--- config.mk ---
export PLATFORM = sky130hd
export DESIGN_NAME = spp_top
export DESIGN_NICKNAME = d
export VERILOG_FILES = /design/src/spp_pkg.sv /design/src/spp_top.sv
export VERILOG_INCLUDE_DIRS = /design/src
export SDC_FILE = /design/constraint.sdc
export NUM_CORES = 1
export LEC_CHECK = 0
export BUFFER_PORTS_ARGS = -buffer_cell sky130_fd_sc_hd__buf_2
export CAP_MARGIN = 30
export CORE_MARGIN = 5
export CORE_UTILIZATION = 55
export CTS_CLUSTER_SIZE = 14
export DETAILED_ROUTE_END_ITERATION = 8
export HOLD_SLACK_MARGIN = 0.12
export PLACE_DENSITY = 0.71
export REMOVE_ABC_BUFFERS = 1
export SYNTH_ARGS = -nofsm -noshare
export SYNTH_HDL_FRONTEND = slang
export SYNTH_SLANG_ARGS = --single-unit
export TNS_END_PERCENT = 1
--- constraint.sdc ---
create_clock -name clk_in -period 8.15 [get_ports clk_in]
set_input_delay 1.2225 -clock clk_in [delete_from_list [all_inputs] [get_ports clk_in]]
set_output_delay 1.2225 -clock clk_in [all_outputs]
set_load 0.03 [all_outputs]
--- src/spp_cfg.svh ---
`ifndef SPP_CFG_SVH
`define SPP_CFG_SVH
// Summary of operation
// Divisor 3..127: clock is input/(divisor+1)
// Divisor 0..2: clock is input/4
// Character length one to sixteen bits
// Master drives clock, slave accepts it
// Idle high, no delay: out fall, in rise
// Idle high, delayed: early out, in fall
// Idle low, no delay: out rise, in fall
// Idle low, delayed: early out, in rise
// Full duplex, transmit can be disabled
// Flags and interrupt requests for servicing
// Software uses 16-bit accesses only
// Low byte data, high byte reads zero
// Optional 16-entry transmit and receive queues
// Outside master drives select low
// Data pin directions follow the role
// MSB first, transmit data left-justified
// Deselected slave floats output, ignores clock
`define SPP_A_CCR 16'h7040
`define SPP_A_CTL 16'h7041
`define SPP_A_STS 16'h7042
`define SPP_A_BRR 16'h7044
`define SPP_A_EMU 16'h7046
`define SPP_A_RXB 16'h7047
`define SPP_A_TXB 16'h7048
`define SPP_A_DAT 16'h7049
`define SPP_A_FTX 16'h704a
`define SPP_A_FRX 16'h704b
`define SPP_A_FCT 16'h704c
`define SPP_A_PRI 16'h704f
`define SPP_CCR_RSTN 7
`define SPP_CCR_POL 6
`define SPP_CCR_LEN 3:0
`define SPP_CTL_IE 0
`define SPP_CTL_TALK 1
`define SPP_CTL_MST 2
`define SPP_CTL_PHA 3
`define SPP_CTL_OVIE 4
`define SPP_STS_OVR 7
`define SPP_FF_HI 7
`define SPP_FF_RSTN 6
`define SPP_DIV_MIN 7'h03
`define SPP_P_SLOW 8'h04
`define SPP_W 16
`define SPP_D 16
`define SPP_RST8 8'h00
`define SPP_RST7 7'h00
`define SPP_RST16 16'h0000
`endif

--- src/spp_pkg.sv ---
package spp_pkg;
    typedef enum logic [0:0] {
        SPP_IDLE = 1'b0,
        SPP_RUN  = 1'b1
    } spp_state_t;
    typedef struct packed {
        logic [15:0] addr;
        logic [15:0] wdata;
        logic [1:0]  be;
        logic        we;
        logic        re;
    } spp_req_t;
    typedef struct packed {
        logic d;
        logic oe;
    } spp_pin_t;
endpackage

--- src/spp_top.sv ---
`timescale 1ns/100ps
`include "spp_cfg.svh"
module spp_fifo #(
    parameter int W = `SPP_W,
    parameter int D = `SPP_D
) (
    input  wire logic                     clk_in,
    input  wire logic                     srst_in,
    input  wire logic                     ce_in,
    input  wire logic                     clr_in,
    input  wire logic                     wvalid_in,
    output logic                          wready_out,
    input  wire logic [W-1:0]             wdata_in,
    output logic                          rvalid_out,
    input  wire logic                     rready_in,
    output logic [W-1:0]                  rdata_out,
    output logic [$clog2(D+1)-1:0]        level_out
);
    localparam int AW = $clog2(D);
    localparam int LW = $clog2(D+1);
    logic [W-1:0]  mem_q [D];
    logic [AW-1:0] wp_q;
    logic [AW-1:0] rp_q;
    logic [LW-1:0] cnt_q;
    logic          push;
    logic          pop;

    assign wready_out = cnt_q != LW'(D);
    assign rvalid_out = cnt_q != '0;
    assign rdata_out  = mem_q[rp_q];
    assign level_out  = cnt_q;
    assign push       = wvalid_in && wready_out;
    assign pop        = rvalid_out && rready_in;

    always_ff @(posedge clk_in) begin
        if (ce_in && push) begin
            mem_q[wp_q] <= wdata_in;
        end
    end

    always_ff @(posedge clk_in) begin
        if (srst_in || (ce_in && clr_in)) begin
            wp_q  <= '0;
            rp_q  <= '0;
            cnt_q <= '0;
        end else if (ce_in) begin
            if (push) begin
                wp_q <= wp_q + AW'(1);
            end
            if (pop) begin
                rp_q <= rp_q + AW'(1);
            end
            cnt_q <= cnt_q + LW'(push) - LW'(pop);
        end
    end
endmodule

module spp_top (
    input  wire logic             clk_in,
    input  wire logic             srst_in,
    input  wire logic             ce_in,
    input  wire spp_pkg::spp_req_t bus_in,
    output logic [15:0]           rdata_out,
    output logic                  rvalid_out,
    input  wire logic             simo_in,
    input  wire logic             somi_in,
    input  wire logic             sclk_in,
    input  wire logic             ste_n_in,
    output var spp_pkg::spp_pin_t simo_out,
    output var spp_pkg::spp_pin_t somi_out,
    output var spp_pkg::spp_pin_t sclk_out,
    output var spp_pkg::spp_pin_t ste_n_out,
    output logic                  irq_rx_out,
    output logic                  irq_tx_out
);
    import spp_pkg::*;

    function automatic logic [7:0] spp_period(input logic [6:0] b);
        spp_period = (b >= `SPP_DIV_MIN) ? {1'b0, b} + 8'h01 : `SPP_P_SLOW;
    endfunction

    spp_state_t  st_q;
    logic [7:0]  ccr_q;
    logic [7:0]  ctl_q;
    logic [7:0]  fct_q;
    logic [7:0]  pri_q;
    logic [6:0]  brr_q;
    logic        ffen_q;
    logic        txrn_q;
    logic        rxrn_q;
    logic        ovr_q;
    logic        ovf_q;
    logic        drd_q;
    logic [15:0] txs_q;
    logic [15:0] rxs_q;
    logic [4:0]  scnt_q;
    logic [7:0]  hcnt_q;
    logic        sclk_q;
    logic        sclk_p_q;
    logic        hit_ccr, hit_ctl, hit_sts, hit_brr, hit_emu, hit_rxb;
    logic        hit_txb, hit_dat, hit_ftx, hit_frx, hit_fct, hit_pri;
    logic        wr_lo, wr_w, srun, pol, mst, pha, talk, ie, sel;
    logic        run, tick, lead, trail, samp, shft, done, start, abort;
    logic        din, tx_can, rx_can, rxf;
    logic        tx_wr, tx_rv, rx_wr, rx_rv;
    logic [15:0] tx_rd, rx_rd, rx_word, rd;
    logic [4:0]  tx_lvl, rx_lvl, nbits, scnt_n;
    logic [7:0]  per, half;

    assign hit_ccr = bus_in.addr == `SPP_A_CCR;
    assign hit_ctl = bus_in.addr == `SPP_A_CTL;
    assign hit_sts = bus_in.addr == `SPP_A_STS;
    assign hit_brr = bus_in.addr == `SPP_A_BRR;
    assign hit_emu = bus_in.addr == `SPP_A_EMU;
    assign hit_rxb = bus_in.addr == `SPP_A_RXB;
    assign hit_txb = bus_in.addr == `SPP_A_TXB;
    assign hit_dat = bus_in.addr == `SPP_A_DAT;
    assign hit_ftx = bus_in.addr == `SPP_A_FTX;
    assign hit_frx = bus_in.addr == `SPP_A_FRX;
    assign hit_fct = bus_in.addr == `SPP_A_FCT;
    assign hit_pri = bus_in.addr == `SPP_A_PRI;
    // High byte lane never reaches control registers
    assign wr_lo = bus_in.we && bus_in.be[0];
    assign wr_w  = bus_in.we && (&bus_in.be);
    assign srun  = ccr_q[`SPP_CCR_RSTN];
    assign pol   = ccr_q[`SPP_CCR_POL];
    assign mst   = ctl_q[`SPP_CTL_MST];
    assign pha   = ctl_q[`SPP_CTL_PHA];
    assign talk  = ctl_q[`SPP_CTL_TALK];
    assign ie    = ctl_q[`SPP_CTL_IE];
    assign sel   = !ste_n_in;
    assign nbits = {1'b0, ccr_q[`SPP_CCR_LEN]} + 5'h01;
    assign per   = spp_period(brr_q);
    // Idle-level half gets the spare cycle of an odd period
    assign half  = (sclk_q == pol) ? per - {1'b0, per[7:1]} : {1'b0, per[7:1]};
    assign run   = st_q == SPP_RUN;
    assign tick  = hcnt_q == half - 8'h01;
    assign lead  = run && (mst ? tick && sclk_q == pol
                               : sel && sclk_p_q == pol && sclk_in != pol);
    assign trail = run && (mst ? tick && sclk_q != pol
                               : sel && sclk_p_q != pol && sclk_in == pol);
    assign samp  = pha ? lead : trail;
    assign shft  = pha ? trail : lead;
    assign scnt_n = scnt_q + 5'(samp);
    assign done  = trail && scnt_n == nbits;
    assign din   = mst ? somi_in : simo_in;
    assign start = !run && srun && (mst ? tx_rv : sel);
    assign abort = run && !mst && !sel;
    assign rx_word = (samp ? {rxs_q[14:0], din} : rxs_q)
                   & (16'hffff >> (4'hf - ccr_q[`SPP_CCR_LEN]));
    // Without the queues each side behaves as a single buffer
    assign tx_can = ffen_q ? tx_wr : tx_lvl == 5'h00;
    assign rx_can = ffen_q ? rx_wr : rx_lvl == 5'h00;
    assign rxf    = rx_rv;

    spp_fifo #(.W(`SPP_W), .D(`SPP_D)) u_txq (
        .clk_in     (clk_in),
        .srst_in    (srst_in),
        .ce_in      (ce_in),
        // Queue reset only bites in queue mode; buffer mode must still run
        .clr_in     (!srun || (ffen_q && !txrn_q)),
        .wvalid_in  (wr_w && hit_txb && tx_can),
        .wready_out (tx_wr),
        .wdata_in   (bus_in.wdata),
        .rvalid_out (tx_rv),
        .rready_in  (start),
        .rdata_out  (tx_rd),
        .level_out  (tx_lvl)
    );

    spp_fifo #(.W(`SPP_W), .D(`SPP_D)) u_rxq (
        .clk_in     (clk_in),
        .srst_in    (srst_in),
        .ce_in      (ce_in),
        .clr_in     (!srun || (ffen_q && !rxrn_q)),
        .wvalid_in  (done && rx_can),
        .wready_out (rx_wr),
        .wdata_in   (rx_word),
        .rvalid_out (rx_rv),
        .rready_in  (bus_in.re && hit_rxb),
        .rdata_out  (rx_rd),
        .level_out  (rx_lvl)
    );

    always_ff @(posedge clk_in) begin
        if (srst_in) begin
            ccr_q  <= `SPP_RST8;
            ctl_q  <= `SPP_RST8;
            brr_q  <= `SPP_RST7;
            fct_q  <= `SPP_RST8;
            pri_q  <= `SPP_RST8;
            ffen_q <= 1'b0;
            txrn_q <= 1'b0;
            rxrn_q <= 1'b0;
        end else if (ce_in && wr_lo) begin
            if (hit_ccr) ccr_q <= bus_in.wdata[7:0];
            if (hit_ctl) ctl_q <= bus_in.wdata[7:0];
            if (hit_brr) brr_q <= bus_in.wdata[6:0];
            if (hit_fct) fct_q <= bus_in.wdata[7:0];
            if (hit_pri) pri_q <= bus_in.wdata[7:0];
            if (hit_ftx) begin
                ffen_q <= bus_in.wdata[`SPP_FF_HI];
                txrn_q <= bus_in.wdata[`SPP_FF_RSTN];
            end
            if (hit_frx) rxrn_q <= bus_in.wdata[`SPP_FF_RSTN];
        end
    end

    // Set beats a same-cycle write-one clear
    always_ff @(posedge clk_in) begin
        if (srst_in || (ce_in && !srun)) begin
            ovr_q <= 1'b0;
            ovf_q <= 1'b0;
        end else if (ce_in) begin
            if (done && !rx_can && !ffen_q) begin
                ovr_q <= 1'b1;
            end else if (wr_lo && hit_sts && bus_in.wdata[`SPP_STS_OVR]) begin
                ovr_q <= 1'b0;
            end
            if (done && !rx_can && ffen_q) begin
                ovf_q <= 1'b1;
            end else if (wr_lo && hit_frx && bus_in.wdata[`SPP_FF_HI]) begin
                ovf_q <= 1'b0;
            end
        end
    end

    always_ff @(posedge clk_in) begin
        if (srst_in || (ce_in && !srun)) begin
            st_q   <= SPP_IDLE;
            scnt_q <= 5'h00;
            hcnt_q <= 8'h00;
            sclk_q <= 1'b0;
        end else if (ce_in) begin
            unique case (st_q)
                SPP_IDLE: begin
                    sclk_q <= pol;
                    hcnt_q <= 8'h00;
                    scnt_q <= 5'h00;
                    if (start) st_q <= SPP_RUN;
                end
                SPP_RUN: begin
                    if (abort || done) st_q <= SPP_IDLE;
                    hcnt_q <= tick ? 8'h00 : hcnt_q + 8'h01;
                    if (mst && tick) sclk_q <= !sclk_q;
                    if (samp) scnt_q <= scnt_n;
                end
            endcase
        end
    end

    always_ff @(posedge clk_in) begin
        if (srst_in) begin
            txs_q    <= `SPP_RST16;
            rxs_q    <= `SPP_RST16;
            sclk_p_q <= 1'b0;
        end else if (ce_in) begin
            sclk_p_q <= sclk_in;
            // Low bits past the character length are never sent
            if (start && tx_rv) begin
                txs_q <= tx_rd;
            end else if (!run && wr_w && hit_dat) begin
                txs_q <= bus_in.wdata;
            end else if (shft && scnt_q != 5'h00 && scnt_q != nbits) begin
                txs_q <= {txs_q[14:0], 1'b0};
            end
            // Reception runs whether or not transmit is enabled
            if (start) begin
                rxs_q <= `SPP_RST16;
            end else if (samp) begin
                rxs_q <= {rxs_q[14:0], din};
            end
        end
    end

    always_comb begin
        rd = `SPP_RST16;
        unique case (1'b1)
            hit_ccr: rd[7:0] = ccr_q;
            hit_ctl: rd[7:0] = ctl_q;
            hit_sts: rd[7:0] = {ovr_q, rxf, !tx_can, 5'h00};
            hit_brr: rd[7:0] = {1'b0, brr_q};
            hit_emu: rd = rx_rd;
            hit_rxb: rd = rx_rd;
            hit_txb: rd = tx_rd;
            hit_dat: rd = rxs_q;
            hit_ftx: rd[7:0] = {ffen_q, txrn_q, 1'b0, tx_lvl};
            hit_frx: rd[7:0] = {ovf_q, rxrn_q, 1'b0, rx_lvl};
            hit_fct: rd[7:0] = fct_q;
            hit_pri: rd[7:0] = pri_q;
            default: rd = `SPP_RST16;
        endcase
    end

    always_ff @(posedge clk_in) begin
        if (srst_in) begin
            rdata_out  <= `SPP_RST16;
            rvalid_out <= 1'b0;
            drd_q      <= 1'b0;
        end else if (ce_in) begin
            rdata_out  <= bus_in.re ? rd : `SPP_RST16;
            rvalid_out <= bus_in.re;
            drd_q      <= hit_emu || hit_rxb || hit_txb || hit_dat;
        end
    end

    // Pins lag the engine by one cycle, clock and data alike
    always_ff @(posedge clk_in) begin
        if (srst_in) begin
            simo_out   <= '0;
            somi_out   <= '0;
            sclk_out   <= '0;
            ste_n_out  <= '0;
            irq_rx_out <= 1'b0;
            irq_tx_out <= 1'b0;
        end else if (ce_in) begin
            sclk_out   <= '{d: sclk_q, oe: mst};
            simo_out   <= '{d: txs_q[15], oe: mst && talk};
            somi_out   <= '{d: txs_q[15], oe: !mst && talk && sel};
            ste_n_out  <= '{d: !run, oe: mst};
            irq_rx_out <= ie && (rxf
                          || ((ovr_q || ovf_q) && ctl_q[`SPP_CTL_OVIE]));
            irq_tx_out <= ie && tx_can;
        end
    end

    logic [7:0] pcnt_q;
    logic       pseen_q;
    logic [4:0] lc_q;
    always_ff @(posedge clk_in) begin
        if (srst_in) begin
            pcnt_q  <= 8'h00;
            pseen_q <= 1'b0;
            lc_q    <= 5'h00;
        end else if (ce_in) begin
            pcnt_q  <= (!run || lead) ? 8'h01 : pcnt_q + 8'h01;
            pseen_q <= run && (pseen_q || lead);
            lc_q    <= start ? 5'h00 : lc_q + 5'(lead);
        end
    end
endmodule

==> results of run 1 <==
[critical path: stages (launching register included)]
cell and delay, ns:
dfxtp_1 0.56, ha_1 0.22, buf_4 0.22, nor2_1 0.09, and3_1 0.23, or2_2 0.29
ha_1 0.24, inv_1 0.09, ha_1 0.28, o22ai_1 0.12, a211oi_1 0.36, a32o_1 0.24
and2_1 0.26, a211oi_1 0.10, or4_4 0.54, a211oi_1 0.46, a31oi_2 0.19, nor2_1 0.18
ha_1 0.21, ha_1 0.26, xor2_1 0.17, nor3_1 0.19, nand3_1 0.21, a2111oi_4 0.65
nand2_1 0.27, nor2_1 0.15, buf_4 0.27
[cells by family after synthesis]
kind of cell,count (synthesis)
XOR/XNOR,47
flip-flops,663
buffers and inverters,178
AND/OR/NAND/NOR,500
adder cells (fa/ha/maj),39
multiplexers,231
AO/OA/AOI/OAI,306
[worst max-delay path by stage]
stage                                to  depth (start not counted)
global route         u_rxq.level_out[4]                         33
finish              u_rxq.mem_q[13][10]                         26
CTS                  u_rxq.mem_q[13][9]                         26
global placement     u_rxq.level_out[4]                         33
detailed placement   u_rxq.level_out[4]                         33
floorplan             u_rxq.mem_q[0][0]                         24
[cells in the final DEF (no fill, tap or decap), drive strengths merged, types with 37 or more instances in the layout]
cell type,netlist,routed
edfxtp,512,512
mux4,159,159
dfxtp,151,151
buf,40,149
nor2,144,144
a21oi,101,101
nand2,98,98
clkbuf,87,92
nand3,77,77
mux2i,68,68
inv,49,54
o21ai,50,50
a22oi,44,44
nor3,40,40
ha,37,37
[power breakdown]
part,internal [mW],total [mW],switching (mW)
clock,1.79,3.07,1.29
sequential,3.61,3.62,0.00303
combinational,0.0248,0.103,0.0785
total,5.42,6.79,1.37
[registers in the layout, summed over array words and instances (netlist names), 16 cells and up, named ones only]
register / flops
rxs_q: 16
u_txq.mem_q: 256
txs_q: 16
rdata_out: 16
u_rxq.mem_q: 256
[metal layers]
metal,wire length [um],global-route usage (%)
met3,6420,5.60
met1,29900,36.5
met5,48,0.421
met4,2400,9.15
met2,33100,37.8
[metrics by stage]
step	instance area (um^2)	worst slack, ns	TNS [ns]	cells	total power, mW
after floorplan	28300	-0.256	-16.36	1837	3.72
after global placement	30200	1.10	0	2665	3.79
after detailed placement	30300	0.904	0	2673	3.79
after CTS	32500	0.871	0	2796	6.84
after global routing	32500	0.137	0	2797	7.00
final	32500	0.761	0	2798	6.79
[final cells by class]
cell class / count / share of cell area (%)
inverter: 51 / 0.589
clock inverter: 31 / 0.978
tap: 688 / 2.65
timing repair buffer: 149 / 3.08
multi-input combinational: 1123 / 30.3
clock buffer: 92 / 5.77
sequential: 663 / 56.6
antenna: 1 / 0.00770
==> results.ini, run 1 <==
[clocking]
cts_hold_buf=0
root_buffer=clkbuf_16
cts_made_buffers=69
clock_sinks=663
clk_path_buf_depth=3
path_clk_slew_ns=0.06
cts_htree_levels=3
tritoncts=built
cts_resized=0
clk_latency_ns=0.61
postCtsSetupBuffers=0

[timing]
post-route-min-period_ns=7.39
max_slew.worst_pin.slew_ns=1.02
max_slew_margin_pct=31.7
final.period_utilization_pct=90.7
max_freq_mhz=135
holdWs_ns=0.465
rsz0062_at_grt=false
setup_violations=0
finClkSkew_ns=0.0249
hold_viol_final=0
drv_slew=0

[route]
route.detailed.drc=0
wire_per_inst_um=25.7
final_antenna_net_count=0
first_iter_violations=2121
drtPass1Iterations=6
wirelength_mm=71.9
via_per_inst=6.36
num_vias=17800

[yosys]
ys_seq_area_share_pct=63.8
yosysTopAreaCell=edfxtp_1
synth.top_cell.area_share_pct=53.3
post-synth-top-count-cell=edfxtp_1
synth-main-ff-cell=edfxtp_1
ys_seq_elements=663
yosys.area_share.simple_pct=8.53
synth_adder_area_share_pct=1.74
synth-edff-count=512
syn_inst=1964
synth_top_cells_by_count=512 x edfxtp_1, 159 x mux4_2, 151 x dfxtp_1
synth.area.mux_share_pct=14.9
ys_types=76
synthXorXnorAreaFrac_pct=1.43
synth_compound_area_share_pct=7.08
async_flop_share_pct=0
syn_area_um2=28800
synth_top_family_by_area=multiplexers
synth_area_per_cell_um2=14.7
synth.area.top_cells=edfxtp_1 53%, mux4_2 12%, dfxtp_1 10%
ys_warn_count=0

[worst_setup_path]
r2r_cells=26
cp-start-kind=flop
crit_path_start=brr_q[0]
worstPathMaxFanout=19
critical_path_class=flop to flop
reg2reg_to=u_rxq.mem_q[13][10]
endpoint_kind=flop
critPathArrivalTime_ns=7.67
r2r-start=brr_q[0]
critical_path_required_ns=8.43
regToRegSetupSlack_ns=0.76

[global_route]
grt_pass1_vias=17300
grt_pass1_wl_mm=108
grt_max_degree=73
grt.total_usage_pct=25.1
antenna_found_initial=2
gr-total-overflow=0

[layout]
drive_above_1_share_pct=21.2
fin_util_pct=62.2
regArea_um2=18400
multiInputGateArea_um2=9840
syn2layout_area_growth_pct=12.7
n_fill_cell=3674
nets=2139

[worst_hold_path]
whs_endpoint=ccr_q[5]
hp-class=flop to flop
hold_path_depth=2
worstHoldStart=ccr_q[5]

[die]
die-area_um2=57100
start_util_pct=55.2
die_y_um=239
dieWidth_um=239
core_area_um2=52200
num_io_pins=70
fp-row-count=84

[pwr]
ir_worst_vdd_v=0.000195
p_leak_nw=10.3
power_density_nw_per_um2=209

[placed_design]
routabilityCongestion=0.884
io_buffers=69
hpwl_mm=46.3

[flow_run]
max_cap_viol_count=0

[run_status]
outcome=completed

Power figures use the tool's default switching activity.
==> run 2: changes to the inputs <==
Settings changed: CORE_UTILIZATION 55 to 45, CTS_BUF_LIST from default to sky130_fd_sc_hd__clkbuf_2, PLACE_DENSITY 0.71 to default.
==> run 2 against run 1 <==
  * Cell count rose by 12%
  * Total power fell by 13%
  * Critical path depth fell by 1
  * Critical endpoint is now u_rxq.mem_q[13][15]
  * Critical path type unchanged
  * Setup slack got worse by 0.056 ns
  * Sequential share of layout area rose by 0.44 points
  * Combinational power rose by 6%
==> results.ini, run 2 (synthesized netlist as in run 1, its figures left out) <==
[run_status]
outcome=completed  ; unchanged

[timing]
finClkSkew_ns=0.132  ; was 0.0249 ns
drv_slew=0  ; unchanged
post-route-min-period_ns=7.45  ; was 7.39 ns
max_slew_margin_pct=31.0  ; was 31.7%
rsz0062_at_grt=false  ; unchanged
tns_ns=0  ; unchanged
final.period_utilization_pct=91.4  ; was 90.7%
max_freq_mhz=134  ; was 135 MHz
hold_viol_final=0  ; unchanged
max_slew.worst_pin.slew_ns=1.03  ; was 1.02 ns
setup_violations=0  ; unchanged

[layout]
multiInputGateArea_um2=9890  ; was 9840 um^2
drive_above_1_share_pct=27.1  ; was 21.2%
reg.largest.list=u_rxq.mem_q (256), u_txq.mem_q (256)  ; unchanged
nets=2254  ; was 2,139
n_fill_cell=5375  ; was 3,674
syn2layout_area_growth_pct=11.9  ; was 12.7%
final_common_cell=edfxtp_1  ; unchanged
regArea_um2=18400  ; unchanged
mostFrequentLayoutCells=512 x edfxtp_1, 230 x clkbuf_2, 159 x mux4_2  ; was 512 x edfxtp_1, 159 x mux4_2, 147 x dfxtp_1
final_area_um2=32200  ; was 32,500 um^2

[pwr]
switching_power_mw=1.45  ; was 1.37 mW
p_leak_nw=10.5  ; was 10.3 nW
p_seq_share_pct=60.8  ; was 53.2%
pwr-share-comb_pct=1.8  ; was 1.5%
ir_worst_vdd_v=0.000116  ; was 0.000195 V
power_density_nw_per_um2=184  ; was 209 nW/um^2
switching_share_pct=24.5  ; was 20.1%
p_int_mw=4.49  ; was 5.42 mW
clkPwrFrac_pct=37.4  ; was 45.2%

[route]
first_iter_violations=2128  ; was 2,121
final_antenna_net_count=0  ; unchanged
via_per_inst=5.81  ; was 6.36
wire_per_inst_um=23.5  ; was 25.7 um
wirelength_mm=73.9  ; was 71.9 mm
num_vias=18300  ; was 17,800
route.detailed.drc=0  ; unchanged
drtPass1Iterations=5  ; was 6

[global_route]
grt_pass1_vias=18000  ; was 17,300
grt.total_usage_pct=21.0  ; was 25.1%
grt_pass1_wl_mm=112  ; was 108 mm
gr-total-overflow=0  ; unchanged
grt_max_degree=106  ; was 73
antenna_found_initial=5  ; was 2

[placed_design]
hpwl_mm=48.2  ; was 46.3 mm
io_buffers=69  ; unchanged
routabilityCongestion=0.875  ; was 0.884
placed_area_um2=30600  ; was 30,300 um^2

[worst_hold_path]
hp-class=input port to flop  ; was flop to flop

[clocking]
tritoncts=built  ; unchanged
postCtsSetupBuffers=0  ; unchanged
path_clk_slew_ns=0.13  ; was 0.06 ns
cts_made_buffers=168  ; was 69
clk_latency_ns=1.38  ; was 0.61 ns
root_buffer=clkbuf_2  ; was clkbuf_16
clock_sinks=663  ; unchanged
clk_path_buf_depth=3  ; unchanged
cts_htree_levels=4  ; was 3

[worst_setup_path]
worstPathMaxFanout=18  ; was 19
crit_path_start=brr_q[1]  ; was brr_q[0]
critical_path_required_ns=9.14  ; was 8.43 ns
endpoint_kind=flop  ; unchanged
r2r_cells=25  ; was 26
cp-start-kind=flop  ; unchanged
endpoint=u_rxq.mem_q[13][15]  ; was u_rxq.mem_q[13][10]
critical_path_class=flop to flop  ; unchanged
r2r-start=brr_q[1]  ; was brr_q[0]
regToRegSetupSlack_ns=0.70  ; was 0.76 ns
critPathArrivalTime_ns=8.43  ; was 7.67 ns
reg2reg_to=u_rxq.mem_q[13][15]  ; was u_rxq.mem_q[13][10]

[die]
die_y_um=263  ; was 239 um
die-area_um2=69200  ; was 57,100 um^2
fp-row-count=92  ; was 84
dieWidth_um=263  ; was 239 um
core_area_um2=63300  ; was 52,200 um^2
num_io_pins=70  ; unchanged
start_util_pct=45.5  ; was 55.2%

[flow_run]
max_cap_viol_count=0  ; unchanged

[run 2: layout make-up]
type                    instances  share of cell area (%)
clock buffers                 230                    3.57
clock inverters                62                    1.08
well taps                     846                    3.28
multi-input cells            1123                    30.7
inverters                      51                   0.594
diodes                          6                  0.0466
repair buffers                165                    3.67
flip-flops and latches        663                    57.1
[run 2: worst max-delay path, cell delays in order, from the launching register on]
cell	delay [ns]
dfxtp_1	0.57
ha_1	0.24
buf_4	0.22
nand3_1	0.13
xor2_1	0.23
inv_1	0.09
ha_1	0.44
a21oi_1	0.28
nand2_1	0.11
o211ai_1	0.16
o21ai_0	0.17
a221oi_1	0.52
o2111ai_1	0.20
a31o_2	0.31
a211oi_1	0.41
a31oi_2	0.20
nor2_1	0.19
ha_1	0.21
ha_1	0.25
xor2_1	0.17
nor3_1	0.20
nand3_1	0.24
a2111oi_4	0.56
nand2_1	0.30
nor2_2	0.43
buf_4	0.26
[run 2: how the worst min path moves through the flow]
| stage | startpoint | cells after the start | slack [ns] | to |
|---|---|---|---|---|
| finish | bus_in[19] | 1 | 0.28 | u_txq.mem_q[13][15] |
| global route | bus_in[19] | 1 | 0.20 | u_txq.mem_q[13][15] |
| CTS | bus_in[19] | 1 | 0.12 | u_txq.mem_q[13][15] |
| detailed placement | ccr_q[5] | 2 | 0.45 | ccr_q[5] |
| global placement | ccr_q[5] | 2 | 0.44 | ccr_q[5] |
| floorplan | ccr_q[5] | 2 | 0.43 | ccr_q[5] |
[run 2: through the flow]
| step | power (mW) | worst slack (ns) | cells | hold WS [ns] | utilization, % |
|---|---|---|---|---|---|
| global placement | 3.79 | 1.04 | 2829 | 0.442 | 48.1 |
| CTS | 6.02 | 0.658 | 3138 | 0.124 | 50.8 |
| detailed placement | 3.79 | 0.773 | 2835 | 0.447 | 48.3 |
| floorplan | 3.72 | -0.256 | 1837 | 0.430 | - |
| global route | 6.22 | 0.0841 | 3144 | 0.195 | 50.9 |
| finish | 5.94 | 0.704 | 3146 | 0.284 | 50.9 |
[run 2: what timing repair did]
| action | in CTS | in global routing |
|---|---|---|
| gates resized for setup | 0 | 1 |
| setup endpoints to repair | 0 | 6 |
| hold endpoints to repair | 65 | 0 |
| hold buffers | 11 | 0 |
[run 2: power by group through the flow]
stage,Combinational (mW),Sequential (mW),Clock (mW)
2_1_floorplan,0.0333,3.69,0
3_3_place_gp,0.0998,3.69,0
3_5_place_dp,0.103,3.69,0
4_1_cts,0.107,3.61,2.30
5_1_grt,0.118,3.61,2.49
6_report,0.109,3.61,2.22
[run 2: layer usage]
metal	wire length, um	global-route usage (%)
met5	0	0
met4	1830	8.03
met3	5630	5.15
met2	34000	31.3
met1	32500	30.1
==> run 3: changes to the inputs <==
Settings changed: CAP_MARGIN 30 to 10, CORE_UTILIZATION 45 to 40.
==> run 3 against run 2 <==
  * Combinational power is essentially flat
  * Worst hold slack gained 0.031 ns
  * Sequential share of layout area rose by 0.064 points
  * Flip-flop and latch count unchanged
  * Largest cell class unchanged
==> results.ini, run 3 (synthesized netlist as in run 1, its figures left out) <==
[run_status]
outcome=completed  ; unchanged

[worst_setup_path]
worstPathMaxFanout=12  ; was 18
endpoint_kind=flop  ; unchanged
cp_common_cell=ha_1  ; unchanged
max_stage_delay_ns=0.58  ; was 0.57 ns
r2r_cells=25  ; unchanged
cp-start-kind=flop  ; unchanged
r2r-start=brr_q[1]  ; unchanged
critical_path_class=flop to flop  ; unchanged
crit_path_start=brr_q[1]  ; unchanged
cp_slowest_cell=dfxtp_1  ; unchanged
critPathArrivalTime_ns=8.19  ; was 8.43 ns
critical_path_required_ns=9.13  ; was 9.14 ns
regToRegSetupSlack_ns=0.93  ; was 0.70 ns

[global_route]
gr-total-overflow=0  ; unchanged
antenna_found_initial=4  ; was 5
grt_pass1_wl_mm=112  ; about the same
grt.total_usage_pct=18.8  ; was 21.0%
grt_max_degree=86  ; was 106
grt_pass1_vias=18300  ; was 18,000

[clocking]
tritoncts=built  ; unchanged
cts_htree_levels=4  ; unchanged
path_clk_slew_ns=0.10  ; was 0.13 ns
clk_latency_ns=1.38  ; about the same
cts_resized=0  ; unchanged
root_buffer=clkbuf_2  ; unchanged
cts_hold_buf=11  ; unchanged
postCtsSetupBuffers=0  ; unchanged
clock_sinks=663  ; unchanged
clk_path_buf_depth=3  ; unchanged
cts_made_buffers=167  ; was 168

[route]
drtPass1Iterations=7  ; was 5
via_per_inst=5.63  ; was 5.81
wire_per_inst_um=22.8  ; was 23.5 um
wirelength_mm=73.8  ; was 73.9 mm
final_antenna_net_count=0  ; unchanged
first_iter_violations=1846  ; was 2,128
route.detailed.drc=0  ; unchanged
num_vias=18300  ; about the same

[die]
fp-row-count=98  ; was 92
die-area_um2=77500  ; was 69,200 um^2
start_util_pct=40.3  ; was 45.5%
num_io_pins=70  ; unchanged
die_y_um=278  ; was 263 um
core_area_um2=71500  ; was 63,300 um^2
dieWidth_um=278  ; was 263 um

[layout]
mostFrequentLayoutCells=512 x edfxtp_1, 238 x clkbuf_2, 159 x mux4_2  ; was 512 x edfxtp_1, 230 x clkbuf_2, 159 x mux4_2
final_common_cell=edfxtp_1  ; unchanged
drive_above_1_share_pct=27.1  ; about the same
final_area_um2=32200  ; about the same
nets=2247  ; was 2,254
reg.largest.list=u_rxq.mem_q (256), u_txq.mem_q (256)  ; unchanged
syn2layout_area_growth_pct=11.7  ; was 11.9%
n_fill_cell=6361  ; was 5,375
fin_util_pct=45.1  ; was 50.9%
layout.cells.non_filler=3244  ; was 3,146

[pwr]
p_int_mw=4.45  ; was 4.49 mW
ir_worst_vdd_v=0.000108  ; was 0.000116 V
p_seq_share_pct=61.1  ; was 60.8%
switching_share_pct=24.7  ; was 24.5%
p_leak_nw=10.4  ; was 10.5 nW
power_density_nw_per_um2=184  ; about the same
switching_power_mw=1.46  ; was 1.45 mW
pwr-share-comb_pct=1.8  ; about the same
clkPwrFrac_pct=37.1  ; was 37.4%

[timing]
tns_ns=0  ; unchanged
final.period_utilization_pct=88.5  ; was 91.4%
drv_slew=0  ; unchanged
finClkSkew_ns=0.119  ; was 0.132 ns
max_freq_mhz=139  ; was 134 MHz
post-route-min-period_ns=7.22  ; was 7.45 ns
hold_viol_final=0  ; unchanged
max_slew_margin_pct=16.5  ; was 31.0%
max_slew.worst_pin.slew_ns=1.24  ; was 1.03 ns
setup_violations=0  ; unchanged
setup_ws_ns=0.933  ; was 0.704 ns
rsz0062_at_grt=false  ; unchanged

[placed_design]
placed_area_um2=30600  ; about the same
dp.cells=2935  ; was 2,835
io_buffers=69  ; unchanged
pre_cts_slack_ns=1.04  ; was 0.773 ns
routabilityCongestion=0.876  ; was 0.875
hpwl_mm=47.7  ; was 48.2 mm

[flow_run]
max_cap_viol_count=0  ; unchanged

[worst_hold_path]
hold_path_depth=1  ; unchanged
hp-class=input port to flop  ; unchanged
worstHoldStart=bus_in[8]  ; was bus_in[19]

[run 3: worst paths after layout]
path,endpoint
worst min register to register,rxs_q[5]
worst max-delay path,u_rxq.mem_q[14][9]
worst max register to register,u_rxq.mem_q[14][9]
worst min-delay path,u_txq.mem_q[3][4]
[run 3: worst max-delay path, delay by kind of cell (launching register included)]
family                     cells  cell delay [ns]
buffers and inverters          2             0.35
AOI/OAI and AO/OA              7             1.95
xor gates and xnor gates       1             0.17
DFF                            1             0.58
adders and majority gates      5             1.25
and+or+nand+nor               10             2.59
[run 3: power groups by stage]
stage,combinational [mW],sequential (mW),clock [mW]
after floorplan,0.0333,3.69,0
after global placement,0.100,3.69,0
after detailed placement,0.104,3.69,0
after CTS,0.108,3.61,2.29
after global routing,0.118,3.61,2.48
final,0.109,3.61,2.19
[run 3: final cells by class]
cell class / instances / area (um^2) / area share, %
Multi-Input combinational cell: 1123 / 9870 / 30.6
Inverter: 51 / 191 / 0.594
Tap cell: 950 / 1190 / 3.69
Sequential cell: 663 / 18400 / 57.1
Timing Repair Buffer: 159 / 1050 / 3.26
Clock buffer: 238 / 1190 / 3.70
Antenna cell: 5 / 12.5 / 0.0388
Clock inverter: 55 / 298 / 0.924
[run 3: per-layer routing]
layer	GRT usage (%)	share of wire (%)	wire, um
met4	6.52	2.2	1630
met3	3.91	6.5	4780
met2	29.8	48	35300
met5	0	0.018	13
met1	25.9	44	32100
[run 3: metrics by stage]
stage                     hold slack (ns)  power [mW]
after floorplan                     0.430        3.72
after global placement              0.451        3.79
after detailed placement            0.453        3.79
after CTS                           0.133        6.01
after global routing                0.212        6.21
final                               0.315        5.91
